File: src/plt_pkg.sv
// Purpose: shared constants and carriers for the led timer control block
// Assumes: 20 MHz system clock, 16-bit management registers
// Notes:   register 0x12 fields match plt_ctl_t bit for bit
package plt_pkg;

    // clock and prescaler timing
    localparam int CLK_MHZ       = 20;            // system clock rate
    localparam int TICK_US       = 1000;          // led time base, 1 ms
    localparam int TICK_CYC      = TICK_US * CLK_MHZ; // cycles per tick

    // register addresses on the management port
    localparam logic [4:0] ADDR_TIMER = 5'h12;    // timing and interrupt
    localparam logic [4:0] ADDR_UPPER = 5'h13;    // upper pair function

    // reset values
    localparam logic       FORCE_RST   = 1'h0;
    localparam logic [2:0] STRETCH_RST = 3'h4;
    localparam logic [3:0] RSVD_RST    = 4'h0;
    localparam logic [1:0] SPEED_RST   = 2'h1;
    localparam logic [2:0] BLINK_FAST  = 3'h0;    // led strap 01b
    localparam logic [2:0] BLINK_SLOW  = 3'h1;    // every other strap
    localparam logic [1:0] LED_STRAP_FAST = 2'h1;
    localparam logic [15:0] UPPER_RST  = 16'h0000;

    // stretch base interval in ms, doubled per code step
    localparam logic [11:0] STRETCH_BASE_MS = 12'h015; // 21 ms
    localparam int          CNT_W = 12;           // ms counter width

    // fields of the timing and interrupt register, msb first
    typedef struct packed {
        logic       force_int;                    // bit 15
        logic [2:0] stretch;                      // 14:12
        logic       int_pol;                      // 11, 1 = active low
        logic [2:0] blink;                        // 10:8
        logic [3:0] rsvd;                         // 7:4
        logic [1:0] spd_off;                      // 3:2
        logic [1:0] spd_on;                       // 1:0
    } plt_ctl_t;

    // management port request
    typedef struct packed {
        logic        wr;                          // write strobe
        logic        rd;                          // read strobe
        logic [4:0]  addr;                        // register number
        logic [15:0] wdata;                       // write data
    } plt_mgmt_req_t;

    // whole state of the top module
    typedef struct packed {
        plt_ctl_t           ctl;                  // register 0x12
        logic [15:0]        upper;                // register 0x13
        logic [15:0]        rdata;                // read data
        logic [15:0]        pre;                  // prescaler count
        logic               tick;                 // 1 ms enable
        logic [CNT_W-1:0]   str_cnt;              // stretch remaining
        logic               act;                  // stretched activity
        logic               blink;                // blink square wave
        logic               spd_ph;               // 1 = on phase
        logic               spd;                  // speed pulse train
        logic               intp;                 // interrupt pin level
    } plt_top_st_t;

    // state of the interval timer
    typedef struct packed {
        logic [CNT_W-1:0] cnt;                    // ticks left
        logic             done;                   // boundary pulse
    } plt_ivl_st_t;

endpackage

File: src/plt_top.sv
//////////////////////////////////////////////////////////////////////////
// Purpose: led timing and interrupt pin control behind the phy registers
// Assumes: page selection is decoded upstream; inputs synchronous to clk
// Notes:   rst is the hardware reset; sw_reset leaves every field alone
// Contract
// force bit drives interrupt output asserted
// stretch code sets activity hold time
// polarity bit, loaded from strap on reset
// blink period code, strap selected default
// software writes zeros to reserved bits
// speed train on and off lengths
// intervals from ms prescaler, change at boundary
//////////////////////////////////////////////////////////////////////////
module plt_top
    import plt_pkg::*;
#(
    parameter int TICK_CYCLES = plt_pkg::TICK_CYC  // shorten in simulation
)(
    // clock and reset
    input  wire logic                   clk,
    input  wire logic                   rst,
    input  wire logic                   sw_reset,
    // configuration straps
    input  wire logic                   strap_interrupt_polarity,
    input  wire logic [1:0]             strap_led_configuration,
    // management port
    input  wire plt_pkg::plt_mgmt_req_t mgmt_req,
    output logic [15:0]                 mgmt_rdata,
    // events from the phy core
    input  wire logic                   irq_req,
    input  wire logic                   activity,
    input  wire logic                   speed_train_en,
    // indications
    output logic                        interrupt_output_pin,
    output logic                        led_activity,
    output logic                        led_blink,
    output logic                        led_speed
);
    import plt_pkg::*;

    // elaboration check: prescaler must fit its 16-bit counter
    if (TICK_CYCLES < 2 || TICK_CYCLES > 65535) begin : g_chk
        $error("TICK_CYCLES out of range");
    end

    localparam logic [15:0] PRE_LAST = 16'(TICK_CYCLES - 1);

    plt_top_st_t      st_reg;     // registered state
    plt_top_st_t      st_next;    // next state
    logic             blink_done; // blink half-period boundary
    logic             spd_done;   // speed phase boundary
    logic [CNT_W-1:0] blink_len;  // half period in ms
    logic [CNT_W-1:0] spd_len;    // length of the coming phase

    //////////////////////////////////////////////////////////////////////
    // decoders, speed decode used for both phases
    function automatic logic [CNT_W-1:0] speed_ms(input logic [1:0] c);
        unique case (c)
            2'h0:    speed_ms = 12'h054;   // 84 ms
            2'h1:    speed_ms = 12'h0AA;   // 170 ms
            2'h2:    speed_ms = 12'h154;   // 340 ms
            default: speed_ms = 12'h29E;   // 670 ms
        endcase
    endfunction

    // half of the blink period; reserved codes run at the slowest rate
    function automatic logic [CNT_W-1:0] blink_half(input logic [2:0] c);
        unique case (c)
            3'h0:    blink_half = 12'h015; // 42 ms period
            3'h1:    blink_half = 12'h02A; // 84 ms
            3'h2:    blink_half = 12'h055; // 170 ms
            3'h3:    blink_half = 12'h0AA; // 340 ms
            default: blink_half = 12'h14F; // 670 ms
        endcase
    endfunction

    assign blink_len = blink_half(st_reg.ctl.blink);
    // next phase flips, so load the length of the phase being entered
    assign spd_len   = st_reg.spd_ph ? speed_ms(st_reg.ctl.spd_off)
                                     : speed_ms(st_reg.ctl.spd_on);

    //////////////////////////////////////////////////////////////////////
    // interval timers
    plt_interval u_blink (
        .clk    (clk),
        .rst    (rst),
        .tick   (st_reg.tick),
        .len_ms (blink_len),
        .done   (blink_done)
    );

    plt_interval u_speed (
        .clk    (clk),
        .rst    (rst),
        .tick   (st_reg.tick),
        .len_ms (spd_len),
        .done   (spd_done)
    );

    //////////////////////////////////////////////////////////////////////
    // next state
    always_comb begin
        st_next      = st_reg;
        st_next.tick = 1'b0;
        // free-running prescaler gives the ms enable
        if (st_reg.pre == PRE_LAST) begin
            st_next.pre  = '0;
            st_next.tick = 1'b1;
        end else begin
            st_next.pre = st_reg.pre + 16'h0001;
        end
        // register writes; reserved bits stored as written
        if (mgmt_req.wr && mgmt_req.addr == ADDR_TIMER) begin
            st_next.ctl = plt_ctl_t'(mgmt_req.wdata);
        end
        if (mgmt_req.wr && mgmt_req.addr == ADDR_UPPER) begin
            st_next.upper = mgmt_req.wdata;
        end
        // reads return zero off the map
        if (mgmt_req.rd) begin
            unique case (mgmt_req.addr)
                ADDR_TIMER: st_next.rdata = st_reg.ctl;
                ADDR_UPPER: st_next.rdata = st_reg.upper;
                default:    st_next.rdata = 16'h0000;
            endcase
        end
        // activity stretch; a new event restarts the hold
        if (st_reg.ctl.stretch == 3'h0) begin
            st_next.act     = activity;
            st_next.str_cnt = '0;
        end else if (activity) begin
            st_next.str_cnt = STRETCH_BASE_MS << (st_reg.ctl.stretch - 3'h1);
            st_next.act     = 1'b1;
        end else if (st_reg.tick && st_reg.str_cnt != '0) begin
            st_next.str_cnt = st_reg.str_cnt - CNT_W'(1);
            st_next.act     = (st_reg.str_cnt != CNT_W'(1));
        end
        // blink toggles only at a boundary, so no runt pulses
        if (blink_done) begin
            st_next.blink = ~st_reg.blink;
        end
        // speed train alternates on and off phases
        if (spd_done) begin
            st_next.spd_ph = ~st_reg.spd_ph;
        end
        st_next.spd = st_next.spd_ph & speed_train_en;
        // interrupt pin: force or request, then polarity
        st_next.intp = (st_reg.ctl.force_int | irq_req)
                       ^ st_reg.ctl.int_pol;
    end

    //////////////////////////////////////////////////////////////////////
    // state register; straps are sampled while hardware reset is held
    always_ff @(posedge clk) begin
        if (rst) begin
            st_reg               <= '0;
            st_reg.ctl.force_int <= FORCE_RST;
            st_reg.ctl.stretch   <= STRETCH_RST;
            st_reg.ctl.int_pol   <= strap_interrupt_polarity;
            st_reg.ctl.blink     <= (strap_led_configuration == LED_STRAP_FAST)
                                    ? BLINK_FAST : BLINK_SLOW;
            st_reg.ctl.rsvd      <= RSVD_RST;
            st_reg.ctl.spd_off   <= SPEED_RST;
            st_reg.ctl.spd_on    <= SPEED_RST;
            st_reg.upper         <= UPPER_RST;
            st_reg.intp          <= strap_interrupt_polarity;        // idle
        end else begin
            // sw_reset keeps all values, so it is ignored here
            st_reg <= st_next;
        end
    end

    // outputs straight from flops
    assign mgmt_rdata           = st_reg.rdata;
    assign interrupt_output_pin = st_reg.intp;
    assign led_activity         = st_reg.act;
    assign led_blink            = st_reg.blink;
    assign led_speed            = st_reg.spd;
endmodule

File: src/plt_interval.sv
// Purpose: interval timer counting ms ticks, pulses at each boundary
// Assumes: tick is a one-cycle enable
// Notes:   length is sampled only at a boundary, so changes never cut
//          an interval short
module plt_interval
    import plt_pkg::*;
(
    // clock and reset
    input  wire logic                       clk,
    input  wire logic                       rst,
    // timing
    input  wire logic                       tick,
    input  wire logic [plt_pkg::CNT_W-1:0]  len_ms,
    // boundary
    output logic                            done
);
    plt_ivl_st_t st_reg;   // registered state
    plt_ivl_st_t st_next;  // next state

    // count down, reload at one (or zero after reset)
    always_comb begin
        st_next      = st_reg;
        st_next.done = 1'b0;
        if (tick) begin
            if (st_reg.cnt <= CNT_W'(1)) begin
                st_next.cnt  = len_ms;
                st_next.done = 1'b1;
            end else begin
                st_next.cnt = st_reg.cnt - CNT_W'(1);
            end
        end
    end

    // state register
    always_ff @(posedge clk) begin
        if (rst) begin
            st_reg <= '0;
        end else begin
            st_reg <= st_next;
        end
    end

    assign done = st_reg.done;
endmodule

File: config.mk
export PLATFORM = sky130hd
export DESIGN_NAME = plt_top
export DESIGN_NICKNAME = d
export VERILOG_FILES = /design/src/plt_pkg.sv /design/src/plt_top.sv /design/src/plt_interval.sv
export SDC_FILE = /design/constraint.sdc
export NUM_CORES = 1
export LEC_CHECK = 0
export BUFFER_PORTS_ARGS = -buffer_cell sky130_fd_sc_hd__buf_2
export CAP_MARGIN = 20
export CORE_MARGIN = 10
export CORE_UTILIZATION = 40
export DETAILED_ROUTE_END_ITERATION = 12
export SYNTH_ARGS = -nofsm -noshare
export SYNTH_HDL_FRONTEND = slang
export SYNTH_HIERARCHICAL = 1
export SYNTH_SLANG_ARGS = --single-unit
File: constraint.sdc
create_clock -name clk -period 2.1 [get_ports clk]
set_input_delay 0.105 -clock clk [delete_from_list [all_inputs] [get_ports clk]]
set_output_delay 0.105 -clock clk [all_outputs]
set_load 0.03 [all_outputs]
Word-level counts from Yosys, hierarchy flattened
Index checks and enable logic that the tools add are counted.
Word-level totals
  bits of input ports: 32
  flip-flop bits (word level): 108
  word-level logic and storage cells: 82
Cells by class
  shift operators: 1
  magnitude comparators: 2
  reductions and logical operators: 14
  bitwise gates (word level): 6
  muxes and demuxes: 21
  add/sub/neg operators: 5
  eq/ne operators: 12
Operators with widths (count)
  two-way mux 78 bit: 1
  case mux 10 bit (3 select lines): 2
  two-way mux 12 bit: 4
  two-way mux 16 bit: 3
  two-way mux 13 bit: 3
  case mux 9 bit (4 select lines): 1
  subtractor 12 x 1 -> 12 bit, second input constant: 3
  case mux 16 bit (2 select lines): 1
  less-or-equal comparator 12 x 1 -> 1 bit, second input constant: 2
  adder 16 x 1 -> 16 bit, second input constant: 1
  == test 16 x 15 -> 1 bit, second input constant: 1
  inequality test 12 x 1 -> 1 bit, second input constant: 1
  nonzero test 12 bit: 1
  << shifter 5 x 3 -> 12 bit, first input constant: 1
  == test 5 bit, second input constant: 2
  == test 2 x 1 -> 1 bit, second input constant: 3
  == test 3 x 2 -> 1 bit, second input constant: 2
  zero test 3 bit: 2
  two-way mux 1 bit: 6
  OR reduction 2 bit: 3
  == test 2 bit, second input constant: 2
  zero test 2 bit: 2
  nonzero test 2 bit: 2
  == test 3 x 1 -> 1 bit, second input constant: 1
  other kinds (7): 11

Longest topological paths before layout
  depth in word-level cells: 6
  mapped depth: 8
  mapped depth without buffers: 6

Modules after synthesis
The synthesis kept the hierarchy.
Modules (own cells, without submodules)
  plt_top: cells each 471, instances 1, area an instance 3891.2 µm²
  plt_interval: cells each 98, instances 2, area an instance 885.8 µm²

Worst setup path after synthesis
OpenSTA, ideal clock, no wires.
  path type: register to register
  from: register st_reg[79] (netlist name)
  to: register st_reg[7] (netlist name)
  path slack: 0.188 ns
  buffers on the path: 2
  clock period less this slack: 1.912 ns
  arrival: 1.838 ns
  stages on the path, launching flop included: 9
  cells stage by stage: dfxtp_1 clkbuf_1 nor2_1 ha_1 clkbuf_1 nand3_1 and3_1 a221o_1 a31oi_1

==> run metrics <==
status completed; DP Cell Count 876; syn avg cell area 8.49 sq um; fillers 1362; max_slew headroom 0.502; RSZ-0062 raised after global routing no; Die Ht 139 um; CTS tree done; largest net degree at the start of global routing 33; vias per cell 5.75; vias in the first global route 4884; Critical Path Sink Type flop; post-detail-place hpwl 10200 um; Core Region 13900 sq um; # rows 43; Die Area 19300 sq um; DRT Pass-1 Iters 5; Fmax 0.493 GHz; Synth area leader dfxtp_1; endpoint arrival time on the critical path 2.31 ns; final hold violation count 0; Seq cells post-synth 108; Least-Margin Pin Slew 0.728 ns; Top Ports 52; Placer Congestion 0.897; Synth Warn # 6; Hold Crit Depth 3; ys async rst share 0; max cap viols 0; diodes inserted 0; Final min period 2.03 ns; Final setup viols 0; HP Start mgmt_req[0]; setup TNS 0 ns; share of layout cells above drive strength 1 0.175; Reg2Reg Depth 6; Seq/Total Area, Yosys 0.389; fin cells 894; Cells after Synth 667; worst setup path class flop to flop; initial antenna violation count 1; first-pass GRT wire length 24300 um; crit-path max FO 5; r2r startpoint st_reg[6]$_SDFFE_PP0P_; main area contributors after synthesis dfxtp_1 (37%), nand3_1 (4.2%), a21oi_1 (4.2%); worst min path class input pin to flop; via count 5144; Clock Skew 0.00460 ns; P_leak 0.00246 uW; CTS clock-pin slew for the worst setup and hold paths 0.07 ns; Post-layout nets 751; clock tree buffer depth 2; peak supply drop 0.397 mV; CTS HTree Levels 3; GRT overflow 0; Post-synth EDFFs 4; flip-flop count of the largest register after layout 62; Synth top area share 0.368; Post-DRT Antenna Nets 0; # clock sinks 108; mapped cell area 5660 sq um; Data required, critical path 2.38 ns; Root Buffer clkbuf_16; Pwr Density 653 nW/um^2; reg-to-reg setup timing slack 0.07 ns; TritonCTS Buffers 9; synth-to-layout area growth 13.3%; # port buffers 50; Worst-Skew Late Latency 0.35 ns; crit path launch type flop; Hold Crit Endpoint st_reg[66]$_SDFFE_PP1P_; Initial Utilization 0.408; final worst-path cycle share 0.966; Initial DRC Count 503; total wire length 14700 um; Tot GR Track Use 0.148; DRC 0; Yosys cell types 75; Die W 139 um; drt wl/cell 16.4 um; ys flop type dfxtp_1; worst reg2reg endpoint st_reg[7]$_SDFFE_PP0P_; Slew Viols, Final 0
-- synth_stat cells, types with 3 or more instances --
cell	count
nand4_1	11
o31ai_1	3
a211oi_1	18
o22ai_1	4
and3_1	10
o31a_1	3
a311oi_1	4
a21oi_1	47
a211o_1	4
or4_4	3
xnor2_1	7
nor3_1	11
and4_1	4
and2_1	6
buf_2	3
xor2_1	9
a22oi_1	16
a31oi_1	11
mux2i_1	13
nand2b_1	7
a2111oi_0	3
edfxtp_1	4
nand2_1	52
or2_2	3
nor4_1	6
buf_4	16
o21bai_1	4
nor3b_1	5
inv_1	20
o21ai_0	21
nand3_1	48
dfxtp_1	104
nor2b_1	6
o211ai_1	5
nor2_1	59
o311ai_0	6
or3_1	5
ha_1	9
clkbuf_1	35
nand3b_1	4
-- critical path, cell delays in order (launching register included) --
cell	delay, ns
dfxtp_1	0.33
inv_1	0.10
ha_1	0.14
or4b_4	0.48
o31a_1	0.40
a221o_1	0.34
a31oi_1	0.14
-- layout make-up --
class	instances	area, sq um	area share
inverters	22	82.6	0.0129
flip-flops and latches	108	2200	0.343
clock inverters	1	5.00	0.000780
clock buffers	14	275	0.0429
repair buffers	85	518	0.0807
well taps	180	225	0.0351
multi-input cells	484	3110	0.484
-- layer usage --
metal	wire, um	up-vias	share of wire	track usage
li1	-	2520	-	-
met1	6750	2442	0.46	0.188
met2	6820	157	0.47	0.238
met3	817	23	0.056	0.0384
met4	265	2	0.018	0.0527
met5	13	-	0.00089	0
-- worst max-delay path by stage --
stage,start,to,slack (ns)
2_1_floorplan,st_reg[79]$_SDFFE_PP0P_,st_reg[7]$_SDFFE_PP0P_,0.19
3_3_place_gp,st_reg[6]$_SDFFE_PP0P_,st_reg[15]$_SDFFE_PP0P_,0.13
3_5_place_dp,st_reg[6]$_SDFFE_PP0P_,st_reg[15]$_SDFFE_PP0P_,0.08
4_1_cts,st_reg[6]$_SDFFE_PP0P_,st_reg[15]$_SDFFE_PP0P_,0.07
5_1_grt,st_reg[6]$_SDFFE_PP0P_,st_reg[11]$_SDFFE_PP0P_,0.0007
6_report,st_reg[6]$_SDFFE_PP0P_,st_reg[7]$_SDFFE_PP0P_,0.07
-- through the flow --
step	power [uW]	instance area (sq um)	hold slack [ns]	util	worst slack, ns
global placement	2560	6100	0.307	0.440	0.132
floorplan	2450	5680	0.218	-	0.188
finish	4190	6410	0.00673	0.462	0.0716
global route	4350	6410	0.0150	0.462	0.000694
CTS	4230	6400	0.000574	0.461	0.0749
detailed placement	2570	6100	0.313	0.440	0.0839
-- cell families (layout without fill, tap and decap cells) --
group / after synthesis / after routing / synth area share
AO/OA/AOI/OAI: 177 / 177 / 0.221
XOR/XNOR: 16 / 16 / 0.0247
adder cells (fa/ha/maj): 9 / 9 / 0.0199
buffers and inverters: 80 / 122 / 0.0669
flip-flops: 108 / 108 / 0.389
multiplexers: 14 / 14 / 0.0250
other: 1 / 6 / 0.000662
AND/OR/NAND/NOR: 262 / 262 / 0.253
-- where the power goes --
part           internal [uW]  switching [uW]  total (uW)
sequential              2110            36.0        2140
combinational            142             243         385
clock                    904             760        1660
-- cells in the final DEF (no fill, tap or decap), drive strengths merged, types with 7 or more instances in the layout --
cell type	n
nor4	8
a211oi	20
nand3	48
dfxtp	104
nor2	59
inv	20
and3	10
o21ai	23
clkbuf	14
nand2b	7
nand2	52
xnor2	7
nand4	11
buf	83
ha	9
nor3	13
a22oi	16
a31oi	11
mux2i	13
a21oi	47
xor2	9
or3	7
-- timing repair --
action,4_1_cts,5_1_grt
hold buffers,2,0
buffers inserted,0,1
endpoints found under the setup margin,0,5
resized for setup,0,1
hold endpoints to repair,2,0
No activity file was read; power rests on OpenSTA's default activity.
